### src/verilog/dsh_pkg.sv
/*
 dsh_pkg: constants shared by both ends of the serial DAC host link.
 Assumes a 20 MHz system clock on both ends.
*/
// Function
// - device samples on fall, shifts out on rise
// - host sends words most significant bit first
// - host holds frame select low per word
// - host clock idles low, phase one
// - host data valid at each falling edge
// - word built from three bytes per frame
// - host launches data on rising edge
// - host makes clock, active-low framing
// - parallel: low address lines, decoded load strobe
// - reset selects external reference
// - control bits choose reference value, source
// - power-on wait, host issues startup reset
// - monitor mux routes one channel out
// - monitor mode takes over last channel
// - host enables monitor before routing channels
// - monitor address 63 floats monitor output
// - control write: select 00, address 001100
// - readback framed, out on rise, valid fall
`default_nettype none
package dsh_pkg;
    localparam int CLK_HZ       = 20000000;
    localparam int POR_MS       = 10;
    localparam int POR_CYCLES   = POR_MS * (CLK_HZ / 1000);
    localparam int RST_PULSE_NS = 1000;
    localparam int RST_CYCLES   = (RST_PULSE_NS * (CLK_HZ / 1000000)) / 1000;
    localparam int LOAD_NS      = 200;
    localparam int LOAD_CYCLES  = (LOAD_NS * (CLK_HZ / 1000000)) / 1000;
    localparam int HALF_CYCLES  = 8;
    localparam int HALF_W       = 4;
    localparam int BYTE_BITS    = 8;
    localparam int WORD_BYTES   = 3;
    localparam int WORD_BITS    = BYTE_BITS * WORD_BYTES;
    localparam int BIT_W        = 5;
    localparam int ADDR_W       = 6;
    localparam int DATA_W       = 12;
    // word fields
    localparam int F_READ       = 23;
    localparam int F_ADDR_LO    = 16;
    localparam int F_SEL_LO     = 14;
    localparam logic [1:0] SEL_SFR = 2'h0;
    localparam logic [ADDR_W-1:0] CTRL_ADDR    = 6'h0c;
    localparam logic [ADDR_W-1:0] MON_SEL_ADDR = 6'h0a;
    localparam logic [ADDR_W-1:0] MON_OFF_CHAN = 6'h3f;
    localparam logic [ADDR_W-1:0] LAST_CHAN    = 6'h27;
    // control register bits
    localparam int CR_REF_VALUE = 10;
    localparam int CR_MON_EN    = 9;
    localparam int CR_INT_REF   = 8;
    localparam logic [DATA_W-1:0] CTRL_RESET = 12'h000;
    // host software port
    localparam logic [2:0] HR_CMD    = 3'h0;
    localparam logic [2:0] HR_LOAD   = 3'h1;
    localparam logic [2:0] HR_CLR    = 3'h2;
    localparam logic [2:0] HR_STATUS = 3'h0;
    localparam logic [2:0] HR_RX     = 3'h1;
    localparam int CMD_LSB_FIRST = 24;
    typedef enum logic [4:0] {
        H_BOOT  = 5'h01,
        H_IDLE  = 5'h02,
        H_LEAD  = 5'h04,
        H_SHIFT = 5'h08,
        H_TRAIL = 5'h10
    } dsh_state_e;
endpackage : dsh_pkg
`default_nettype wire

### src/verilog/dsh_link_if.sv
/*
 dsh_link_if: serial and strobe wires between host and DAC device.
 Assumes the bench resolves nothing: all wires are one-way.
*/
`timescale 1ns/10ps
`default_nettype none
interface dsh_link_if;
    logic       syncN;
    logic       sclk;
    logic       mosi;
    logic       miso;
    logic       misoEn;
    logic       devResetN;
    logic       loadOutputsN;
    logic [5:0] channelAddress;
    modport host (output syncN, sclk, mosi, devResetN, loadOutputsN, channelAddress,
                  input miso, misoEn);
    modport dev  (input syncN, sclk, mosi, devResetN, loadOutputsN, channelAddress,
                  output miso, misoEn);
endinterface : dsh_link_if
`default_nettype wire

### src/verilog/dsh_host.sv
/*
 dsh_host: serial master that sends 24-bit words to the DAC device.
 Assumes software uses the plain strobe port; reads answer next cycle.
*/
`timescale 1ns/10ps
`default_nettype none
module dsh_host
    import dsh_pkg::*;
#(
    parameter int POR_CNT = POR_CYCLES
) (
    // clock and reset
    input  wire logic        clk_sys,
    input  wire logic        nrst,
    // software port
    input  wire logic [2:0]  addr,
    input  wire logic [31:0] wdata,
    input  wire logic        wrEn,
    input  wire logic        rdEn,
    output logic      [31:0] rdata,
    // link
    dsh_link_if.host         link
);
    // boot spans device reset, its sync lag and its power-on wait
    localparam int BOOT_END = POR_CNT + RST_CYCLES + HALF_CYCLES;
    localparam int PW       = $clog2(BOOT_END + 1);

    dsh_state_e           state;
    logic [PW-1:0]        bootCnt;
    logic [HALF_W-1:0]    div;
    logic [BIT_W-1:0]     bitCnt;
    logic [WORD_BITS-1:0] txWord;
    logic [WORD_BITS-1:0] rxWord;
    logic [WORD_BITS-1:0] rxData;
    logic [WORD_BITS-1:0] revWord;
    logic [3:0]           loadCnt;
    logic [1:0]           misoS;
    logic                 sclk;
    logic                 mosi;
    logic                 syncN;
    logic                 rstN;
    logic                 monShadow;
    logic                 err;
    logic [ADDR_W-1:0]    chanAddr;

    // ***********************
    // command decode
    // ***********************
    // optional bit reorder
    genvar gi;
    generate
        for (gi = 0; gi < WORD_BITS; gi++) begin : g_rev
            assign revWord[gi] = wdata[WORD_BITS-1-gi];
        end
    endgenerate
    wire [WORD_BITS-1:0] cmdWord = wdata[CMD_LSB_FIRST] ? revWord : wdata[WORD_BITS-1:0];
    wire [ADDR_W-1:0] cAddr = cmdWord[F_ADDR_LO +: ADDR_W];
    wire [1:0]        cSel  = cmdWord[F_SEL_LO +: 2];
    wire              cRead = cmdWord[F_READ];
    wire cCtrl  = ~cRead & (cSel == SEL_SFR) & (cAddr == CTRL_ADDR);
    wire cMon   = ~cRead & (cSel == SEL_SFR) & (cAddr == MON_SEL_ADDR);
    wire cmdWr  = wrEn & (addr == HR_CMD);
    wire idle   = (state == H_IDLE);
    wire refuse = cmdWr & (~idle | (cMon & ~monShadow));
    wire start  = cmdWr & ~refuse;
    wire loadWr = wrEn & (addr == HR_LOAD);
    wire clrWr  = wrEn & (addr == HR_CLR);
    wire tick   = (div == HALF_W'(HALF_CYCLES - 1));
    wire active = (state == H_LEAD) | (state == H_SHIFT) | (state == H_TRAIL);
    wire lastBit = (bitCnt == BIT_W'(WORD_BITS - 1));
    wire bootDone = (bootCnt == PW'(BOOT_END));
    wire [31:0] status = {29'h0, ~idle, bootDone, err};
    wire [31:0] rdMux  = (addr == HR_STATUS) ? status :
                         (addr == HR_RX) ? {8'h0, rxData} : 32'h0;

    // ***********************
    // boot and divider
    // ***********************
    // startup reset and wait
    always_ff @(posedge clk_sys or negedge nrst) begin
        if (!nrst) begin
            bootCnt <= '0;
            rstN    <= 1'b0;
        end else begin
            rstN <= (bootCnt >= PW'(RST_CYCLES));
            if (!bootDone) begin
                bootCnt <= bootCnt + PW'(1);
            end
        end
    end

    always_ff @(posedge clk_sys or negedge nrst) begin
        if (!nrst) begin
            div <= '0;
        end else if (!active || tick) begin
            div <= '0;
        end else begin
            div <= div + HALF_W'(1);
        end
    end

    always_ff @(posedge clk_sys or negedge nrst) begin
        if (!nrst) begin
            misoS <= 2'h0;
        end else begin
            misoS <= {misoS[0], link.miso};
        end
    end

    // ***********************
    // frame sequencer
    // ***********************
    always_ff @(posedge clk_sys or negedge nrst) begin
        if (!nrst) begin
            state  <= H_BOOT;
            sclk   <= 1'b0;
            mosi   <= 1'b0;
            syncN  <= 1'b1;
            bitCnt <= '0;
            txWord <= '0;
            rxWord <= '0;
            rxData <= '0;
        end else begin
            case (state)
                H_BOOT: begin
                    if (bootDone) begin
                        state <= H_IDLE;
                    end
                end
                H_IDLE: begin
                    if (start) begin
                        txWord <= cmdWord;
                        bitCnt <= '0;
                        syncN  <= 1'b0;
                        state  <= H_LEAD;
                    end
                end
                H_LEAD: begin
                    if (tick) begin
                        state <= H_SHIFT;
                    end
                end
                H_SHIFT: begin
                    if (tick && !sclk) begin
                        sclk   <= 1'b1;
                        mosi   <= txWord[WORD_BITS-1];
                        txWord <= {txWord[WORD_BITS-2:0], 1'b0};
                    end else if (tick) begin
                        sclk   <= 1'b0;
                        rxWord <= {rxWord[WORD_BITS-2:0], misoS[1]};
                        bitCnt <= bitCnt + BIT_W'(1);
                        if (lastBit) begin
                            state <= H_TRAIL;
                        end
                    end
                end
                H_TRAIL: begin
                    if (tick) begin
                        syncN  <= 1'b1;
                        rxData <= rxWord;
                        state  <= H_IDLE;
                    end
                end
                default: begin
                    state <= H_IDLE;
                    syncN <= 1'b1;
                    sclk  <= 1'b0;
                end
            endcase
        end
    end

    // ***********************
    // software registers
    // ***********************
    always_ff @(posedge clk_sys or negedge nrst) begin
        if (!nrst) begin
            monShadow <= 1'b0;
            err       <= 1'b0;
            chanAddr  <= '0;
            loadCnt   <= '0;
            rdata     <= '0;
        end else begin
            if (start && cCtrl) begin
                monShadow <= cmdWord[CR_MON_EN];
            end
            if (start) begin
                chanAddr <= cAddr;
            end
            if (refuse) begin
                err <= 1'b1;
            end else if (clrWr) begin
                err <= 1'b0;
            end
            if (loadWr) begin
                loadCnt <= 4'(LOAD_CYCLES);
            end else if (loadCnt != 4'h0) begin
                loadCnt <= loadCnt - 4'h1;
            end
            rdata <= rdEn ? rdMux : 32'h0;
        end
    end

    // ***********************
    // link outputs
    // ***********************
    // clock idles low
    assign link.sclk           = sclk;
    assign link.mosi           = mosi;
    assign link.syncN          = syncN;
    assign link.devResetN      = rstN;
    assign link.loadOutputsN   = (loadCnt == 4'h0);
    assign link.channelAddress = chanAddr;
endmodule : dsh_host
`default_nettype wire

### src/flat_wrapper.sv
// flat-port wrapper written by rule: the top's interface ports become plain ports
module dsh_host_flat import dsh_pkg::*;
#(
    parameter int POR_CNT = POR_CYCLES
)
  (clk_sys, nrst, addr, wdata, wrEn, rdEn, rdata, link_syncN, link_sclk, link_mosi, link_devResetN, link_loadOutputsN, link_channelAddress, link_miso, link_misoEn);
  dsh_link_if link_i ();
  input  wire logic clk_sys;
  input  wire logic nrst;
  input  wire logic [2:0] addr;
  input  wire logic [31:0] wdata;
  input  wire logic wrEn;
  input  wire logic rdEn;
  output logic      [31:0] rdata;
  output wire logic [$bits(link_i.syncN)-1:0] link_syncN;
  output wire logic [$bits(link_i.sclk)-1:0] link_sclk;
  output wire logic [$bits(link_i.mosi)-1:0] link_mosi;
  output wire logic [$bits(link_i.devResetN)-1:0] link_devResetN;
  output wire logic [$bits(link_i.loadOutputsN)-1:0] link_loadOutputsN;
  output wire logic [$bits(link_i.channelAddress)-1:0] link_channelAddress;
  input wire logic [$bits(link_i.miso)-1:0] link_miso;
  input wire logic [$bits(link_i.misoEn)-1:0] link_misoEn;
  assign link_syncN = link_i.syncN;
  assign link_sclk = link_i.sclk;
  assign link_mosi = link_i.mosi;
  assign link_devResetN = link_i.devResetN;
  assign link_loadOutputsN = link_i.loadOutputsN;
  assign link_channelAddress = link_i.channelAddress;
  assign link_i.miso = link_miso;
  assign link_i.misoEn = link_misoEn;
  dsh_host #(.POR_CNT(POR_CNT)) u_core (.clk_sys(clk_sys), .nrst(nrst), .addr(addr), .wdata(wdata), .wrEn(wrEn), .rdEn(rdEn), .rdata(rdata), .link(link_i));
endmodule
### config.mk
export PLATFORM = sky130hd
export DESIGN_NAME = dsh_host_flat
export DESIGN_NICKNAME = d
export VERILOG_FILES = /design/src/verilog/dsh_pkg.sv /design/src/verilog/dsh_link_if.sv /design/src/verilog/dsh_host.sv /design/src/flat_wrapper.sv
export SDC_FILE = /design/constraint.sdc
export NUM_CORES = 1
export LEC_CHECK = 0
export BUFFER_PORTS_ARGS = -buffer_cell sky130_fd_sc_hd__buf_2
export CAP_MARGIN = 20
export CORE_ASPECT_RATIO = 0.8
export CORE_MARGIN = 2
export CORE_UTILIZATION = 60
export CTS_BUF_LIST = sky130_fd_sc_hd__clkbuf_2
export CTS_CLUSTER_DIAMETER = 40
export CTS_CLUSTER_SIZE = 16
export DETAILED_ROUTE_END_ITERATION = 8
export PLACE_DENSITY = 0.94
export SLEW_MARGIN = 25
export SYNTH_ARGS = -nofsm -noshare
export SYNTH_HDL_FRONTEND = slang
export SYNTH_SLANG_ARGS = --single-unit
### constraint.sdc
create_clock -name clk_sys -period 2.3 [get_ports clk_sys]
set_input_delay 0.115 -clock clk_sys [delete_from_list [all_inputs] [get_ports clk_sys]]
set_output_delay 0.115 -clock clk_sys [all_outputs]
set_load 0.05 [all_outputs]
==> results.md, run 1 <==
- Status: complete, no violations
- Clk Latency, worst-skew pair: 0.72 ns
- Overall routed net length: 14.3 mm
- CP Max Fanout: 22
- Starting Density: 60.8%
- Peak VDD IR: 0.000886 V
- Cells after Synth: 596
- Root Driver: clkbuf_2
- 1st-iter DRT viols: 353
- Via count: 4,867
- DP HPWL: 9.08 mm
- Hold Fails Final Rpt: 0
- Reg2reg end: u_core.monShadow
- WP data arrival: 2.78 ns
- Vias in the first global route: 5,078
- Worst reg2reg path startpoint: u_core.state[2]
- HP Start: wdata[4]
- Kind of critical path: register to register
- Max Clock Skew: 0.0585 ns
- Maximum root-to-sink buffer count: 2
- Area grow syn2layout: 19.4%
- Htree depth: 4
- Slew HR: 55.9%
- Unique masters post-synth: 53
- Worst-path clk slew: 0.21 ns
- FILL cells: 715
- Syn_area_per_cell: 10.9 um^2
- I/O pin count: 84
- Ys Warns: 0
- Tcrit/Tclk final: 95.0%
- Global-route wire length before repair: 24.3 mm
- Synth Cell Area: 6520 um^2
- MaxCap Viol Count: 0
- DIE HEIGHT: 97.2 um
- Yosys reg bits: 146
- Post-CTS Setup Inserts: 0
- Share of layout cells above drive strength 1: 17.6%
- Setup tns final: 0 ns
- Die W: 121 um
- CTS tree: done
- TritonCTS buffer count: 17
- Worst hold path depth: 4
- Synth area leader: dfrtp_1
- Worst Setup Start Kind: register
- Total GRT Usage: 26.7%
- Final core utilization: 72.6%
- R2R depth: 6
- Largest net degree at the start of global routing: 76
- Achievable frequency: 0.458 GHz
- Cell area power density: 749 nW/um^2
- Worst Hold Endpoint: u_core.link.channelAddress[3]
- Die area: 11,700 um^2
- Final Max Tran Viols: 0
- Post-synthesis sequential area ratio: 56.1%
- Routed len/inst: 16.3 um
- Top FF cell, synth: dfrtp_1
- Core ar.: 10,700 um^2
- Antenna-violating nets left: 0
- Post-synthesis async set-or-reset flop share: 100%
- Port bufs: 67
- Worst EP required: 2.89 ns
- Final setup viols: 0
- Initial antenna violation count: 0
- Sinks on the clock net: 146
- Yosys top cell area share: 55.3%
- NumNets Final: 765
- Synth area leaders: dfrtp_1 (55%), mux2_1 (9.0%), nand2_1 (5.2%), mux2i_1 (4.0%), nor2_1 (3.2%)
- Hold Slack: 0.308 ns
- Placer Congestion: 0.916
- FF-to-FF setup slack: 0.12 ns
- Ant. Diodes: 0
- Drt via density: 5.56
- Worst setup EP type: register
- Min-delay worst type: input pin to register
- Grt total ovfl: 0
- RSZ-0062 raised after global routing: no
- Post-layout minimum cycle time: 2.18 ns
- Post-route DRC: 0
- Pleak: 4.02 nW
- Drt first pass iters: 5
- Post-synth EDFFs: 0
- Row count: 34
- Worst slew pin tran: 0.662 ns
[worst max-delay path, stage by stage, from the launching register on]
cell	delay, ns
dfrtp_1	0.57
nor2_1	0.25
nand4_1	0.17
a21oi_2	0.27
buf_4	0.33
nand4_1	0.14
mux2_1	0.34
[per-layer routing]
layer / global-route usage, % / vias up / routed length [um] / share of wire, %
met1: 33.3 / 2391 / 5860 / 41
met4: 8.86 / 0 / 306 / 2.1
met5: 0 / - / 0 / 0
li1: - / 2262 / - / -
met2: 45.1 / 180 / 7350 / 52
met3: 7.28 / 34 / 752 / 5.3
[where the power goes]
group / switching (W) / internal [W]
Sequential: 0.000224 / 0.00290
Clock: 0.000958 / 0.000522
Combinational: 0.000751 / 0.000477
[per-stage QoR]
step | power (W) | area [um^2] | std cells | setup slack (ns)
floorplan | 0.00391 | 6550 | 603 | 0.264
global placement | 0.00417 | 7020 | 794 | 0.147
detailed placement | 0.00427 | 7020 | 794 | 0.0702
CTS | 0.00584 | 7770 | 876 | 0.0820
global route | 0.00617 | 7780 | 876 | 0.00816
finish | 0.00583 | 7780 | 876 | 0.116
[cells in the mapped netlist, types with 2 or more instances]
cell / count
dfrtp_1: 144
nand2_1: 91
nor2_1: 56
mux2_1: 52
a21oi_1: 26
mux2i_1: 26
clkbuf_1: 24
and2_1: 21
xnor2_1: 15
nand4_1: 13
nand3_1: 10
xor2_1: 10
inv_1: 9
buf_4: 8
o21ai_0: 8
o21ai_1: 7
and3_1: 6
ha_1: 5
nand3b_1: 5
nor3_1: 5
a31oi_1: 4
nand2b_1: 4
o22ai_1: 4
buf_2: 3
nor4_1: 3
o21a_1: 3
a21o_1: 2
buf_8: 2
dfstp_2: 2
nor2b_1: 2
nor3b_1: 2
or4_1: 2
or4b_1: 2
[kinds of logic after synthesis]
kind of cell    share of synthesized area [%]
compound gates                           5.37
xor+xnor                                 3.36
fa+ha+maj                               0.960
buf+inv                                  3.63
flops                                    56.1
mux                                      13.1
other cells                            0.0575
simple gates                             17.4
[sequential cells by signal, summed over array words and instances (netlist names)]
name	cells
u_core.div	4
u_core.loadCnt	4
u_core.rxData	24
u_core.bootCnt	18
u_core.rdata	24
u_core.link.syncN	1
u_core.monShadow	1
u_core.err	1
u_core.state	5
u_core.link.mosi	1
u_core.txWord	24
u_core.link.channelAddress	6
u_core.link.devResetN	1
u_core.misoS	2
u_core.link.sclk	1
u_core.bitCnt	5
u_core.rxWord	24
[worst max path at each step]
stage / depth (start not counted) / slack [ns] / to / start
floorplan: 7 / 0.26 / u_core.txWord[14] / u_core.state[0]
global placement: 6 / 0.15 / u_core.txWord[17] / wdata[24]
detailed placement: 6 / 0.07 / u_core.txWord[1] / wdata[24]
CTS: 5 / 0.08 / link_loadOutputsN / u_core.loadCnt[0]
global route: 6 / 0.008 / u_core.monShadow / u_core.state[2]
finish: 6 / 0.12 / u_core.monShadow / u_core.state[2]
[cells in the final DEF, fill, tap and decap left out, types with 2 or more instances in the layout]
cell type / instances
clkinv_2: 2
o22ai_1: 4
mux2i_1: 26
dfrtp_1: 144
nor2b_1: 2
xnor2_1: 15
inv_6: 4
and3_1: 6
bufinv_16: 2
a21oi_1: 26
nand3b_1: 5
nor3_1: 4
conb_1: 8
nand2_1: 91
nor2_1: 55
buf_2: 65
or4b_1: 2
ha_1: 5
dlygate4sd3_1: 50
o21a_1: 3
mux2_1: 52
inv_1: 9
and2_1: 21
or4_1: 2
clkbuf_2: 18
clkinv_4: 3
buf_4: 17
buf_6: 2
a31oi_1: 4
nor4_1: 3
nand2b_1: 4
a21o_1: 2
o21ai_0: 8
o21ai_1: 7
xor2_1: 10
nand3_1: 10
dfstp_2: 2
nand4_1: 13
[repair_timing]
| action | CTS | global route |
|---|---|---|
| gates resized for setup | 2 | 3 |
| pin swaps | 0 | 1 |
| hold buffers | 50 | 0 |
| hold endpoints to repair | 184 | 0 |
| endpoints found under the setup margin | 1 | 5 |
[layout make-up]
type / count / area (um^2) / area share [%]
Tap cell: 144 / 180 / 2.31
Sequential cell: 146 / 3660 / 47.0
Timing Repair Buffer: 135 / 996 / 12.8
Inverter: 10 / 37.5 / 0.482
Clock buffer: 18 / 90.1 / 1.16
Clock inverter: 14 / 154 / 1.98
Multi-Input combinational cell: 409 / 2670 / 34.3
No activity file was read; power rests on OpenSTA's default activity.
==> run 2, diff against run 1 <==
--- a/config.mk
+++ b/config.mk
@@ -9,12 +9,12 @@
 export CAP_MARGIN = 20
 export CORE_ASPECT_RATIO = 0.8
 export CORE_MARGIN = 2
-export CORE_UTILIZATION = 60
+export CORE_UTILIZATION = 48
 export CTS_BUF_LIST = sky130_fd_sc_hd__clkbuf_2
 export CTS_CLUSTER_DIAMETER = 40
 export CTS_CLUSTER_SIZE = 16
 export DETAILED_ROUTE_END_ITERATION = 8
-export PLACE_DENSITY = 0.94
+export PLACE_DENSITY = 0.8
 export SLEW_MARGIN = 25
 export SYNTH_ARGS = -nofsm -noshare
 export SYNTH_HDL_FRONTEND = slang
==> constraint.sdc (replaced) <==
create_clock -name clk_sys -period 2.2 [get_ports clk_sys]
set_input_delay 0.11 -clock clk_sys [delete_from_list [all_inputs] [get_ports clk_sys]]
set_output_delay 0.11 -clock clk_sys [all_outputs]
set_load 0.05 [all_outputs]
==> run 2 against run 1 <==
Non-clock buffer count up 8; fmax up 4.0%; first-iteration DRC count down 3.7%; combinational power up 6%; sequential power up 4%; via count down 2.5%; die area up 24%; cell count up 5.0%; largest power group unchanged; critical endpoint is now u_core.err; critical path type unchanged; largest cell class unchanged.
==> results.md, run 2 (synthesized netlist as in run 1, its figures left out) <==
- CP max stage delay: 0.55 ns
- Core ar.: 13,400 um^2
- Maximum root-to-sink buffer count: 2
- Multi-input gate area: 2670 um^2
- Crit path cell chain: nor2_1, buf_4, nand3_1, a21oi_2, nor2_1, o22a_1, dlygate4sd3_1
- Clk Latency, worst-skew pair: 0.72 ns
- Critical-path top delay cell: dlygate4sd3_1
- Final Max Tran Viols: 0
- Antenna-violating nets left: 0
- Drt via density: 5.16
- Via count: 4,745
- Worst path buffer plus inverter count: 2
- Final setup margin: 0.0987 ns
- CP Max Fanout: 5
- CTS tree: done
- Final std cells w/o fill: 920
- Die area: 14,500 um^2
- Area grow syn2layout: 21.7%
- Worst Setup Start Kind: register
- Tcrit/Tclk final: 95.5%
- DP HPWL: 8.90 mm
- Register cell area after layout: 3660 um^2
- Final setup viols: 0
- Initial antenna violation count: 0
- Ant. Diodes: 0
- I/O pin count: 84
- Power Total: 0.00607 W
- Grt total ovfl: 0
- Worst slew pin tran: 0.617 ns
- Share of layout cells above drive strength 1: 18.9%
- Slew HR: 58.9%
- Cell area power density: 765 nW/um^2
- TritonCTS buffer count: 17
- Placer Congestion: 0.864
- RSZ-0062 raised after global routing: no
- Max Clock Skew: 0.0334 ns
- WP data arrival: 2.72 ns
- Min-delay worst type: input pin to register
- Setup tns final: 0 ns
- Kind of critical path: register to register
- Achievable frequency: 0.476 GHz
- Total GRT Usage: 19.9%
- Die W: 134 um
- Post-Place Cells: 838
- Routed len/inst: 15.0 um
- Starting Density: 48.6%
- Worst setup EP type: register
- Port bufs: 67
- FILL cells: 1,070
- Vias in the first global route: 4,742
- Root Driver: clkbuf_2
- Post-CTS Setup Inserts: 0
- DIE HEIGHT: 108 um
- Post-route DRC: 0
- Most frequent cells in the layout: dfrtp_1 (144), nand2_1 (91), buf_2 (65)
- Largest net degree at the start of global routing: 58
- Top Family by Delay on Critical Path: buffers and inverters
- Sinks on the clock net: 146
- Worst path most repeated cell: nor2_1
- NumNets Final: 773
- Most common cell after layout, fill and taps aside: dfrtp_1
- Post-layout minimum cycle time: 2.10 ns
- Worst EP required: 2.82 ns
- Peak VDD IR: 0.000710 V
- Hold Fails Final Rpt: 0
- Status: complete, no violations
- Global-route wire length before repair: 22.5 mm
- MaxCap Viol Count: 0
- Pleak: 4.08 nW
- Overall routed net length: 13.8 mm
- Worst-path clk slew: 0.21 ns
- Pre-CTS setup slack: 0.0590 ns
- 1st-iter DRT viols: 340
- Htree depth: 4
- Row count: 38
- Drt first pass iters: 5
## run 2: cell count changes in the layout (fill, tap and decap cells not counted), moves of 2 or more
cell / before / now
clkinv_4: 3 / 1
buf_4: 17 / 22
clkinvlp_4: 1 / 5
inv_6: 4 / 2
clkbuf_2: 18 / 20
buf_12: 1 / 4
## run 2: timing repair
| action | 4_1_cts | 5_1_grt |
|---|---|---|
| resized for setup | 2 | 4 |
| pin swaps | 0 | 1 |
| setup endpoints to repair | 1 | 2 |
| hold buffers | 50 | 0 |
| hold endpoints to repair | 185 | 0 |
## run 2: metal layers
layer	wire length (um)	part of all wire [%]	track usage (%)	vias to the layer above
met5	0	0	0	-
met4	115	0.84	5.49	0
met3	760	5.5	5.77	16
met2	6750	49	33.5	145
met1	6140	45	25.3	2309
li1	-	-	-	2275
## run 2: path summary, 6_finish.rpt
| check | to | slack [ns] | cells past startpoint | from |
|---|---|---|---|---|
| max | u_core.err | 0.1 | 7 | u_core.state[2] |
| min | u_core.misoS[0] | 0.07 | 2 | link_miso |
| min in group asynchronous | u_core.loadCnt[2] | 0.46 | 4 | nrst |
| max reg2reg | u_core.err | 0.1 | 7 | u_core.state[2] |
| min reg2reg | u_core.misoS[1] | 0.38 | 0 | u_core.misoS[0] |
| max in group asynchronous | u_core.state[0] | 1.42 | 4 | nrst |
## run 2: report_power, final
group / total (W) / switching [W] / leakage, nW / internal, W
registers: 0.00326 / 0.000229 / 1.93 / 0.00303
clock network: 0.00151 / 0.000973 / 0.133 / 0.000536
logic: 0.00130 / 0.000772 / 2.01 / 0.000528
total: 0.00607 / 0.00197 / 4.08 / 0.00410
## run 2: per-stage QoR
stage          hold slack [ns]  utilization, %  cell area (um^2)
3_3_place_gp             0.115            53.4              7160
6_report                0.0732            59.2              7930
5_1_grt                0.00757            59.2              7930
2_1_floorplan           -0.186               -              6550
4_1_cts                0.00482            59.1              7920
3_5_place_dp             0.121            53.4              7160
## run 2: layout make-up
type	instances	area share, %
Clock buffer	20	1.26
Clock inverter	12	1.69
Inverter	10	0.473
Multi-Input combinational cell	409	33.7
Sequential cell	146	46.1
Tap cell	180	2.84
Timing Repair Buffer	143	14.0
